===== config.mk =====
export PLATFORM = sky130hd
export DESIGN_NAME = phrc_top
export DESIGN_NICKNAME = d
export VERILOG_FILES = /design/src/core/phrc_pkg.sv /design/src/core/phrc_top.sv
export VERILOG_INCLUDE_DIRS = /design/src /design/src/core
export SDC_FILE = /design/constraint.sdc
export NUM_CORES = 1
export LEC_CHECK = 0
export BUFFER_PORTS_ARGS = -buffer_cell sky130_fd_sc_hd__buf_2
export CELL_PAD_IN_SITES_DETAIL_PLACEMENT = 0
export CELL_PAD_IN_SITES_GLOBAL_PLACEMENT = 2
export CORE_MARGIN = 5
export CORE_UTILIZATION = 32
export CTS_CLUSTER_SIZE = 12
export DETAILED_ROUTE_END_ITERATION = 12
export MAX_ROUTING_LAYER = met4
export PLACE_DENSITY = 0.79
export SKIP_LAST_GASP = 1
export SLEW_MARGIN = 20
export SYNTH_ARGS = -nofsm -noshare
export SYNTH_HDL_FRONTEND = slang
export SYNTH_SLANG_ARGS = --single-unit

===== constraint.sdc =====
create_clock -name clk_i -period 9.5 [get_ports clk_i]
set_input_delay 2.375 -clock clk_i [delete_from_list [all_inputs] [get_ports clk_i]]
set_output_delay 2.375 -clock clk_i [all_outputs]
set_load 0.05 [all_outputs]

===== src/core/phrc_cfg.svh =====
`ifndef PHRC_CFG_SVH
`define PHRC_CFG_SVH

// Word offsets on the register bus (byte address = index * 4)
`define PHRC_IDX_CTRL 6'h00
`define PHRC_IDX_STAT 6'h01
`define PHRC_IDX_RES 6'h02
`define PHRC_IDX_PEAK 6'h03
`define PHRC_IDX_DISP 6'h04
`define PHRC_IDX_ISTAT 6'h05
`define PHRC_IDX_IMASK 6'h06

// Control register fields
`define PHRC_C_PEAK 0
`define PHRC_C_HOLD 1
`define PHRC_C_AZCN 2
`define PHRC_C_ECAL 3
`define PHRC_C_FPD 4
`define PHRC_C_MPD 5
`define PHRC_C_DEN 6
`define PHRC_C_SRC 7
`define PHRC_C_RANGE 8
`define PHRC_C_V45 9
`define PHRC_CTRL_W 10
`define PHRC_CTRL_RST 10'h240

// Status register fields
`define PHRC_S_LOW 0
`define PHRC_S_BUSY 1

// Interrupt event bits
`define PHRC_I_RES 0
`define PHRC_I_PEAK 1
`define PHRC_I_LOW 2
`define PHRC_I_CAL 3
`define PHRC_IRQ_W 4

// Reset values
`define PHRC_PEAK_RST 16'hB1E0
`define PHRC_DISP_RST 16'h0000

// Scale factors: 1.024 times full scale
`define PHRC_K45 19'h05000
`define PHRC_K35 19'h00800

`endif


===== src/core/phrc_pkg.sv =====
`default_nettype none

package phrc_pkg;

	typedef logic [15:0] phrc_word_t;
	typedef logic signed [19:0] phrc_count_t;

	typedef enum logic [1:0] {
		PHRC_CAL_IDLE = 2'b00,
		PHRC_CAL_START = 2'b01,
		PHRC_CAL_BUSY = 2'b11
	} phrc_cal_e;

endpackage

`default_nettype wire


===== src/core/phrc_top.sv =====
// Notes on behaviour
// - Read-only 16-bit peak register, reset value B1E0 hex.
// - Setting peak tracking copies the current result into the peak register.
// - While tracking, a larger new result replaces the peak; otherwise kept.
// - Writing peak tracking to zero while it is set clears the peak register.
// - Peak is two's complement: 16 bits, or 12 bits plus four sub-bits.
// - Reset returns all logic and every register to defaults.
// - Offset calibration runs with each conversion while auto-cal bit is zero.
// - Writing 1 to enhanced-cal bit runs one enhanced calibration on demand.
// - Filter power-down bit powers down the digital filter, independently.
// - Modulator power-down bit powers down modulator and input buffers.
// - Display enable at zero powers down segment and digit drivers.
// - While tracking, the display shows only the highest value measured.
// - Hold keeps showing the reading current when hold was set.
// - Supply-low status flag is high while the comparator reports low input.
// - Result is 1.024 times ratio times full scale, two's complement.
// - Range bit multiplies count by ten; negative inputs add one count.
// - Display data comes from the result word or from bus writes.
`timescale 1ns/1ps
`default_nettype none
`include "phrc_cfg.svh"

module phrc_top (
	input wire logic clk_i,
	input wire logic rst_i,
	input wire logic wb_cyc_i,
	input wire logic wb_stb_i,
	input wire logic wb_we_i,
	input wire logic [7:0] wb_adr_i,
	input wire logic [3:0] wb_sel_i,
	input wire logic [31:0] wb_dat_i,
	output logic [31:0] wb_dat_o,
	output logic wb_ack_o,
	input wire logic conv_valid_i,
	input wire phrc_pkg::phrc_word_t conv_ratio_i,
	input wire logic enh_cal_done_i,
	input wire logic supply_low_i,
	output logic auto_cal_o,
	output logic enh_cal_start_o,
	output logic filter_pd_o,
	output logic modulator_pd_o,
	output logic disp_drv_en_o,
	output phrc_pkg::phrc_word_t disp_data_o,
	output logic irq_o
);
	import phrc_pkg::*;

	function automatic logic [31:0] merge(input logic [31:0] old, input logic [31:0] nw,
		input logic [3:0] sel);
		logic [31:0] r;
		r = old;
		for (int i = 0; i < 4; i++) begin
			if (sel[i]) begin
				r[i*8 +: 8] = nw[i*8 +: 8];
			end
		end
		return r;
	endfunction

	function automatic phrc_count_t scale(input phrc_word_t ratio, input logic v45,
		input logic range);
		logic signed [34:0] p;
		phrc_count_t c;
		p = $signed(ratio) * $signed(v45 ? `PHRC_K45 : `PHRC_K35);
		c = p[34:15];
		if (range) begin
			c = (c <<< 3) + (c <<< 1);
		end
		if (ratio[15]) begin
			c = c + 20'sh00001;
		end
		return c;
	endfunction

	// Short variant keeps 12 significant bits at the top, four zero sub-bits
	function automatic phrc_word_t pack(input phrc_count_t c, input logic v45);
		return v45 ? c[15:0] : {c[11:0], 4'h0};
	endfunction

	function automatic logic gt(input phrc_word_t a, input phrc_word_t b);
		return $signed(a) > $signed(b);
	endfunction

	logic [`PHRC_CTRL_W-1:0] ctrl;
	logic [`PHRC_IRQ_W-1:0] irq_stat;
	logic [`PHRC_IRQ_W-1:0] irq_mask;
	phrc_count_t result;
	phrc_word_t peak;
	phrc_word_t disp;
	phrc_cal_e cal_st;
	logic low_s1;
	logic low_s2;
	logic low_s3;
	logic low_flag;

	logic req;
	logic wr;
	logic [5:0] idx;
	logic [31:0] wdat;
	logic [31:0] rdata;
	logic wr_ctrl;
	logic [`PHRC_CTRL_W-1:0] next_ctrl;
	phrc_count_t next_count;
	phrc_word_t next_word;
	phrc_word_t cur_word;
	logic peak_on;
	logic peak_off;
	logic peak_grow;
	logic [`PHRC_IRQ_W-1:0] ev;

	assign req = wb_cyc_i & wb_stb_i;
	// Writes commit at the edge where the master sees ack
	assign wr = req & wb_we_i & wb_ack_o;
	assign idx = wb_adr_i[7:2];
	assign wdat = merge(rdata, wb_dat_i, wb_sel_i);
	assign wr_ctrl = wr & (idx == `PHRC_IDX_CTRL);
	assign next_ctrl = wdat[`PHRC_CTRL_W-1:0];

	assign next_count = scale(conv_ratio_i, ctrl[`PHRC_C_V45], ctrl[`PHRC_C_RANGE]);
	assign next_word = pack(next_count, ctrl[`PHRC_C_V45]);
	assign cur_word = pack(result, ctrl[`PHRC_C_V45]);

	assign peak_on = wr_ctrl & next_ctrl[`PHRC_C_PEAK] & ~ctrl[`PHRC_C_PEAK];
	assign peak_off = wr_ctrl & ~next_ctrl[`PHRC_C_PEAK] & ctrl[`PHRC_C_PEAK];
	assign peak_grow = ctrl[`PHRC_C_PEAK] & conv_valid_i & gt(next_word, peak);

	always_comb begin
		rdata = 32'h00000000;
		unique case (idx)
			`PHRC_IDX_CTRL: rdata[`PHRC_CTRL_W-1:0] = ctrl;
			`PHRC_IDX_STAT: begin
				rdata[`PHRC_S_LOW] = low_flag;
				rdata[`PHRC_S_BUSY] = (cal_st != PHRC_CAL_IDLE);
			end
			`PHRC_IDX_RES: rdata[19:0] = result;
			`PHRC_IDX_PEAK: rdata[15:0] = peak;
			`PHRC_IDX_DISP: rdata[15:0] = disp;
			`PHRC_IDX_ISTAT: rdata[`PHRC_IRQ_W-1:0] = irq_stat;
			`PHRC_IDX_IMASK: rdata[`PHRC_IRQ_W-1:0] = irq_mask;
			default: rdata = 32'h00000000;
		endcase
	end

	// Unmapped words are acked, read as zero and ignore writes
	always_ff @(posedge clk_i) begin
		if (rst_i) begin
			wb_ack_o <= 1'b0;
			wb_dat_o <= 32'h00000000;
		end else begin
			wb_ack_o <= req & ~wb_ack_o;
			if (req & ~wb_ack_o) begin
				wb_dat_o <= rdata;
			end
		end
	end

	// Enhanced-cal bit is a trigger and always reads back zero
	always_ff @(posedge clk_i) begin
		if (rst_i) begin
			ctrl <= `PHRC_CTRL_RST;
		end else if (wr_ctrl) begin
			ctrl <= next_ctrl & ~(`PHRC_CTRL_W'(1) << `PHRC_C_ECAL);
		end
	end

	always_ff @(posedge clk_i) begin
		if (rst_i) begin
			auto_cal_o <= 1'b0;
			filter_pd_o <= 1'b0;
			modulator_pd_o <= 1'b0;
			disp_drv_en_o <= 1'b0;
		end else begin
			auto_cal_o <= ~ctrl[`PHRC_C_AZCN];
			filter_pd_o <= ctrl[`PHRC_C_FPD];
			modulator_pd_o <= ctrl[`PHRC_C_MPD];
			disp_drv_en_o <= ctrl[`PHRC_C_DEN];
		end
	end

	// Result keeps updating even while hold freezes the display
	always_ff @(posedge clk_i) begin
		if (rst_i) begin
			result <= 20'sh00000;
		end else if (conv_valid_i) begin
			result <= next_count;
		end
	end

	always_ff @(posedge clk_i) begin
		if (rst_i) begin
			peak <= `PHRC_PEAK_RST;
		end else if (peak_off) begin
			peak <= 16'h0000;
		end else if (peak_on) begin
			peak <= cur_word;
		end else if (peak_grow) begin
			peak <= next_word;
		end
	end

	always_ff @(posedge clk_i) begin
		if (rst_i) begin
			disp <= `PHRC_DISP_RST;
		end else if (ctrl[`PHRC_C_SRC]) begin
			if (wr & (idx == `PHRC_IDX_DISP)) begin
				disp <= wdat[15:0];
			end
		end else if (ctrl[`PHRC_C_HOLD]) begin
			disp <= disp;
		end else if (peak_on) begin
			disp <= cur_word;
		end else if (conv_valid_i) begin
			if (ctrl[`PHRC_C_PEAK]) begin
				disp <= peak_grow ? next_word : peak;
			end else begin
				disp <= next_word;
			end
		end
	end

	always_ff @(posedge clk_i) begin
		if (rst_i) begin
			disp_data_o <= `PHRC_DISP_RST;
		end else begin
			disp_data_o <= disp;
		end
	end

	// Start is a single pulse; a second request while busy is dropped
	always_ff @(posedge clk_i) begin
		if (rst_i) begin
			cal_st <= PHRC_CAL_IDLE;
			enh_cal_start_o <= 1'b0;
		end else begin
			enh_cal_start_o <= 1'b0;
			unique case (cal_st)
				PHRC_CAL_IDLE: begin
					if (wr_ctrl & next_ctrl[`PHRC_C_ECAL]) begin
						cal_st <= PHRC_CAL_START;
					end
				end
				PHRC_CAL_START: begin
					enh_cal_start_o <= 1'b1;
					cal_st <= PHRC_CAL_BUSY;
				end
				PHRC_CAL_BUSY: begin
					if (enh_cal_done_i) begin
						cal_st <= PHRC_CAL_IDLE;
					end
				end
				default: cal_st <= PHRC_CAL_IDLE;
			endcase
		end
	end

	// Comparator output is asynchronous; only the later two stages are compared
	always_ff @(posedge clk_i) begin
		if (rst_i) begin
			low_s1 <= 1'b0;
			low_s2 <= 1'b0;
			low_s3 <= 1'b0;
			low_flag <= 1'b0;
		end else begin
			low_s1 <= supply_low_i;
			low_s2 <= low_s1;
			low_s3 <= low_s2;
			if (low_s2 == low_s3) begin
				low_flag <= low_s3;
			end
		end
	end

	always_comb begin
		ev = '0;
		ev[`PHRC_I_RES] = conv_valid_i;
		ev[`PHRC_I_PEAK] = peak_grow & ~peak_on & ~peak_off;
		ev[`PHRC_I_LOW] = (low_s2 == low_s3) & low_s3 & ~low_flag;
		ev[`PHRC_I_CAL] = (cal_st == PHRC_CAL_BUSY) & enh_cal_done_i;
	end

	// A new event in the clearing cycle survives the write-one-to-clear
	always_ff @(posedge clk_i) begin
		if (rst_i) begin
			irq_stat <= '0;
			irq_mask <= '0;
			irq_o <= 1'b0;
		end else begin
			if (wr & (idx == `PHRC_IDX_ISTAT)) begin
				// Raw lane data: the merged read-back would clear every set bit
				irq_stat <= (irq_stat & ~(wb_dat_i[`PHRC_IRQ_W-1:0] & {`PHRC_IRQ_W{wb_sel_i[0]}})) | ev;
			end else begin
				irq_stat <= irq_stat | ev;
			end
			if (wr & (idx == `PHRC_IDX_IMASK)) begin
				irq_mask <= wdat[`PHRC_IRQ_W-1:0];
			end
			irq_o <= |(irq_stat & irq_mask);
		end
	end
endmodule

`default_nettype wire

Word-level counts from Yosys, hierarchy flattened
Cells that the tools add are included.
Cells by class
  multiplexer cells: 26
  reduce and logical (&&, ||, !) cells: 8
  order comparisons: 1
  equality and inequality tests: 13
  $mul: 1
  bitwise logic cells: 33
  $add $sub $neg: 2
Operators by type and width (count)
  two-way mux 16 bit: 11
  two-way mux 20 bit: 2
  multiplier 16 x 16 -> 32 bit: 1
  case mux 6 bit (4 select lines): 1
  adder 20 x 18 -> 20 bit: 1
  adder 20 x 2 -> 20 bit, second input constant: 1
  bitwise AND 1 bit: 20
  == test 6 x 3 -> 1 bit, second input constant: 3
  case mux 6 bit (3 select lines): 1
  > comparator 16 bit: 1
  two-way mux 8 bit: 2
  two-way mux 15 bit: 1
  case mux 2 bit (7 select lines): 1
  bitwise AND 4 bit: 3
  == test 6 x 2 -> 1 bit, second input constant: 2
  case mux 2 bit (6 select lines): 1
  two-way mux 4 bit: 2
  bitwise OR 4 bit: 2
  NOT 1 bit: 7
  == test 6 x 1 -> 1 bit, second input constant: 1
  zero test 6 bit: 1
  case mux 2 bit (3 select lines): 1
  two-way mux 2 bit: 2
  inequality test 2 x 1 -> 1 bit, second input constant: 2
  13 further kinds: 14
Word-level totals
  word-level logic and storage cells: 105
  output and inout bits: 55
  input bits: 68
  register bits: 118

Logic depth before layout (Yosys ltp)
  depth in word-level cells: 15
  mapped depth: 41
  depth with buffers taken out: 36

Least setup slack after synthesis
No wires, ideal clock.
  path type: input-to-reg
  start: input conv_ratio_i[9]
  end: register disp[13]
  arrival time: 10.017 ns
  buffers on the path: 3
  stages on the path: 35
  slack: -0.576 ns
  required time: 9.441 ns
  library setup time: 0.059 ns
  cell sequence: and2_1 > a21o_1 > ha_1 > inv_1 > fa_1 > inv_1 > ha_1 > ha_1 > ha_1 > ha_1 > buf_2 > a21o_1 > a21oi_1 > xnor2_1 > ha_1 > or2_2 > o221a_2 > o21a_1 > a211o_1 > a31oi_2 > or3b_1 > or3b_4 > o22ai_1 > nor2_1 > ha_1 > o31ai_1 > o21ai_0 > and3_1 > o21ai_0 > a31o_2 > clkbuf_1 > clkbuf_1 > o21ai_0 > a311oi_1 > o21a_1
On the way
  cells in the longest elaborated chain, start to end: 14
Ends and longest elaborated chain
  start: declaration: RTL line phrc_top.sv:35  | input wire phrc_pkg::phrc_word_t conv_ratio_i,
  multiplier 16 x 16 -> 32 bit (*): RTL line phrc_top.sv:64  | p = $signed(ratio) * $signed(v45 ? `PHRC_K45 : `PHRC_K35);
  adder 20 x 18 -> 20 bit: RTL line phrc_top.sv:67  | c = (c <<< 3) + (c <<< 1);
  two-way mux 20 bit (*): RTL line phrc_top.sv:66  | if (range) begin
  adder 20 x 2 -> 20 bit: RTL line phrc_top.sv:70  | c = c + 20'sh00001;
  two-way mux 20 bit (*): RTL line phrc_top.sv:69  | if (ratio[15]) begin
  two-way mux 16 bit (*): RTL line phrc_top.sv:77  | return v45 ? c[15:0] : {c[11:0], 4'h0};
  > comparator 16 bit: RTL line phrc_top.sv:81  | return $signed(a) > $signed(b);
  bitwise AND 1 bit: RTL line phrc_top.sv:125  | assign peak_grow = ctrl[`PHRC_C_PEAK] & conv_valid_i & gt(next_word, peak);
  two-way mux 16 bit
  two-way mux 16 bit (*): RTL line phrc_top.sv:213  | if (ctrl[`PHRC_C_PEAK]) begin
  two-way mux 16 bit (*): RTL line phrc_top.sv:212  | end else if (conv_valid_i) begin
  two-way mux 16 bit (*): RTL line phrc_top.sv:210  | end else if (peak_on) begin
  two-way mux 16 bit (*): RTL line phrc_top.sv:208  | end else if (ctrl[`PHRC_C_HOLD]) begin
  two-way mux 16 bit (*): RTL line phrc_top.sv:204  | end else if (ctrl[`PHRC_C_SRC]) begin
  end signal: assignment: RTL line phrc_top.sv:206  | disp <= wdat[15:0];
  end signal: assignment: RTL line phrc_top.sv:209  | disp <= disp;
  end signal: assignment: RTL line phrc_top.sv:211  | disp <= cur_word;
  end: declaration: RTL line phrc_top.sv:89  | phrc_word_t disp;
Every way passes the cells marked *; elsewhere a longest branch is shown, timed or not. The select of a mux whose other input is x is not followed.
A chain may end at the register's enable or synchronous reset.

Worst setup path after layout
  start: input conv_ratio_i[9]
  end: register disp[12]
Same word-level chain as after synthesis.

==> impl_metrics.env <==
export IMPL_r2r_start="ctrl[9]$_SDFFE_PP1P_"
export IMPL_max_cap_violations=0
export IMPL_maxSlewHeadroom_pct=30.3
export IMPL_synth_commonest_cells="131 x nor2_1, 118 x dfxtp_1, 113 x nand2_1"
export IMPL_seqPwrFrac_pct=14.8
export IMPL_insertion_delay_ps=420
export IMPL_syn2layout_area_growth_pct=33.7
export IMPL_grt_max_degree=71
export IMPL_ys_top_cells_by_area="dfxtp_1 23%, ha_1 14%, mux2i_1 5.0%, nor2_1 4.9%, nand2_1 4.2%"
export IMPL_antenna_found_initial=1
export IMPL_fmax_mhz=108
export IMPL_finalSetupTns_ps=0
export IMPL_skew_ps=12.7
export IMPL_hold_violations=0
export IMPL_fillers=3175
export IMPL_cp_end_kind="flip-flop"
export IMPL_slowest_delay_ps=530
export IMPL_hold_depth=1
export IMPL_wl_per_cell_um=16.9
export IMPL_finalSetupViolations=0
export IMPL_cp_common_cell="ha_4"
export IMPL_rows=65
export IMPL_drive_gt1_share_pct=29.7
export IMPL_synth_async_reset_ratio_pct=0
export IMPL_combPwrFrac_pct=70.8
export IMPL_synth_seq_area_share_pct=23.4
export IMPL_finalCritPeriodShare_pct=97.4
export IMPL_clock_root_buffer="clkbuf_16"
export IMPL_cp_slowest_cell="fa_1"
export IMPL_via_count=10000
export IMPL_tritoncts="built"
export IMPL_worst_pin_slew_ps=1040
export IMPL_grt_setup_unrepaired="true"
export IMPL_p_int_uw=2390
export IMPL_drc=0
export IMPL_nNetsFinal=1698
export IMPL_synth_area_um2=10100
export IMPL_die_w_um=188
export IMPL_grt_pass1_wl_um=51900
export IMPL_period_minus_slack_ps=9250
export IMPL_track_usage_pct=18.4
export IMPL_min_from="low_s1$_SDFF_PP0_"
export IMPL_syn_inst=1247
export IMPL_rr_endpoint="disp[12]$_SDFFE_PP0P_"
export IMPL_swShare_pct=42.1
export IMPL_core_area_um2=31300
export IMPL_synth_edff_count=0
export IMPL_ir_drop_mv=0.135
export IMPL_via_per_inst=5.22
export IMPL_wirelength_um=32500
export IMPL_synth_top_family_by_area="compound AO/OA/AOI/OAI gates"
export IMPL_worstHoldEndpoint="low_s2$_SDFF_PP0_"
export IMPL_slew_violations=0
export IMPL_ys_types=93
export IMPL_grt_pass1_vias=9845
export IMPL_power_density_nw_per_um2=306
export IMPL_synthXorXnorAreaFrac_pct=2.95
export IMPL_cts_buffer_depth=2
export IMPL_placed_area_um2=12400
export IMPL_finalWorstSetupSlack_ps=251
export IMPL_synth_top_area_share_pct=23.4
export IMPL_start_util_pct=32.2
export IMPL_synthMuxAreaShare_pct=7.20
export IMPL_critPathKind="input port to flip-flop"
export IMPL_rr_worst_depth=34
export IMPL_syn_avg_cell_area_um2=8.09
export IMPL_drtPass1Iterations=5
export IMPL_die_height_um=188
export IMPL_hold_ws_ps=453
export IMPL_critPathLaunchType="input port"
export IMPL_synthSimpleGateAreaFrac_pct=20.4
export IMPL_numCtsBuffers=17
export IMPL_synth_area_leader_cell="dfxtp_1"
export IMPL_synth_fa_ha_area_share_pct=17.0
export IMPL_dpl_worst_slack_ps=-696
export IMPL_required_ps=9800
export IMPL_switching_power_uw=1740
export IMPL_gp_congestion=0.858
export IMPL_r2r_slack_ps=1420
export IMPL_arrival_ps=9550
export IMPL_hold_class="flip-flop to flip-flop"
export IMPL_outcome="completed"
export IMPL_worst_path_max_fanout=7
export IMPL_drt_iter0_markers=676
export IMPL_postLayoutCellArea_um2=13500
export IMPL_cts_sinks=118
export IMPL_clockPowerShare_pct=14.4
export IMPL_io_buffers=90
export IMPL_fp_dieArea_um2=35200
export IMPL_hpwl_um=24500
export IMPL_ys_warn_count=0
export IMPL_synth_most_common_cell="nor2_1"
export IMPL_synth_flop_cell="dfxtp_1"
export IMPL_synth_seq_cells=118
export IMPL_clk_pin_slew_ps=60
export IMPL_h_tree_depth=4
export IMPL_final_antenna_net_count=0
export IMPL_fin_util_pct=43.1
export IMPL_power_leakage_uw=0.00619
export IMPL_synth_compound_area_share_pct=22.4
export IMPL_grt_remaining_overflow=0
export IMPL_pin_count=123
==> cell usage in the layout (no fill, tap or decap), types with 9 or more instances in the layout <==
cell type / n
nor2_1: 127
dfxtp_1: 117
a211oi_1: 30
nand2b_1: 12
and2_1: 30
xnor2_1: 18
buf_4: 200
buf_2: 89
a222oi_1: 15
xor2_1: 13
nor2b_1: 33
a2111oi_0: 9
or2_2: 13
clkbuf_16: 17
mux2i_1: 47
nand2_1: 112
ha_4: 24
o211ai_1: 14
o21ai_0: 25
o21ai_1: 13
a21oi_1: 67
nand4_1: 9
ha_1: 82
nand3_1: 19
nor3_1: 23
inv_1: 76
fa_1: 15
conb_1: 27
a21o_1: 26
mux2_2: 10
==> power by group through the flow <==
stage / Sequential [uW] / Combinational [uW] / Clock [uW]
2_1_floorplan: 643 / 1540 / 0
3_3_place_gp: 617 / 2570 / 0
3_5_place_dp: 618 / 2600 / 0
4_1_cts: 608 / 2740 / 605
5_1_grt: 614 / 3220 / 629
6_report: 609 / 2920 / 595
==> layout make-up <==
class,count,area [um^2],share of cell area (%)
Multi-Input combinational cell,995,7790,57.8
Sequential cell,118,2360,17.5
Timing Repair Buffer,292,1980,14.7
Tap cell,402,503,3.73
Clock buffer,19,453,3.36
Inverter,79,297,2.20
Clock inverter,13,97.6,0.723
Antenna cell,1,2.50,0.0186
==> what timing repair did <==
| item | 4_1_cts | 5_1_grt |
|---|---|---|
| endpoints found under the setup margin | 28 | 32 |
| hold buffers | 0 | 0 |
| gates cloned | 0 | 3 |
| resized for setup | 22 | 61 |
| hold endpoints to repair | 0 | 0 |
| pin swaps | 13 | 36 |
| buffers inserted | 12 | 7 |
==> through the flow <==
step | std cells | power [uW]
after detailed placement | 1864 | 3220
after floorplan | 1272 | 2180
final | 1919 | 4130
after global routing | 1919 | 4460
after global placement | 1864 | 3190
after CTS | 1908 | 3950
==> cell families after synthesis <==
logic type	Yosys count
other	2
AND/OR/NAND/NOR	426
adder cells (fa/ha/maj)	127
XOR/XNOR	34
AO/OA/AOI/OAI	314
flip-flops	118
buffers and inverters	160
multiplexers	66
==> per-layer routing <==
layer,vias up,GRT usage [%],part of all wire [%]
li1,4985,-,-
met1,4743,24.0,47
met2,255,30.6,47
met3,28,2.79,4.6
met4,0,3.92,1.4
met5,-,-,0
==> critical path: cells and delay by family <==
kind	cells	cell delay [ps]
XOR/XNOR	1	160
buffers and inverters	6	660
adder cells (fa/ha/maj)	8	2530
AO/OA/AOI/OAI	16	3130
multiplexers	1	130
AND/OR/NAND/NOR	3	540
==> worst max-delay path by stage <==
stage | from | endpoint | slack, ps | depth (start not counted)
after floorplan | conv_ratio_i[7] | disp[12]$_SDFFE_PP0P_ | 0.7 | 30
after global placement | conv_ratio_i[6] | disp[12]$_SDFFE_PP0P_ | -640 | 29
after detailed placement | conv_ratio_i[6] | disp[4]$_SDFFE_PP0P_ | -700 | 31
after CTS | conv_ratio_i[7] | disp[3]$_SDFFE_PP0P_ | 20 | 34
after global routing | conv_ratio_i[6] | disp[4]$_SDFFE_PP0P_ | -40 | 31
final | conv_ratio_i[9] | disp[12]$_SDFFE_PP0P_ | 250 | 35
==> registers in the layout (all words and copies together) (netlist names), 2 cells and up <==
| name | cells |
|---|---|
| cal_st | 2 |
| ctrl | 9 |
| disp | 16 |
| disp_data_o | 16 |
| irq_mask | 4 |
| irq_stat | 4 |
| peak | 16 |
| result | 20 |
| wb_dat_o | 20 |
No activity file was read; power rests on OpenSTA's default activity.
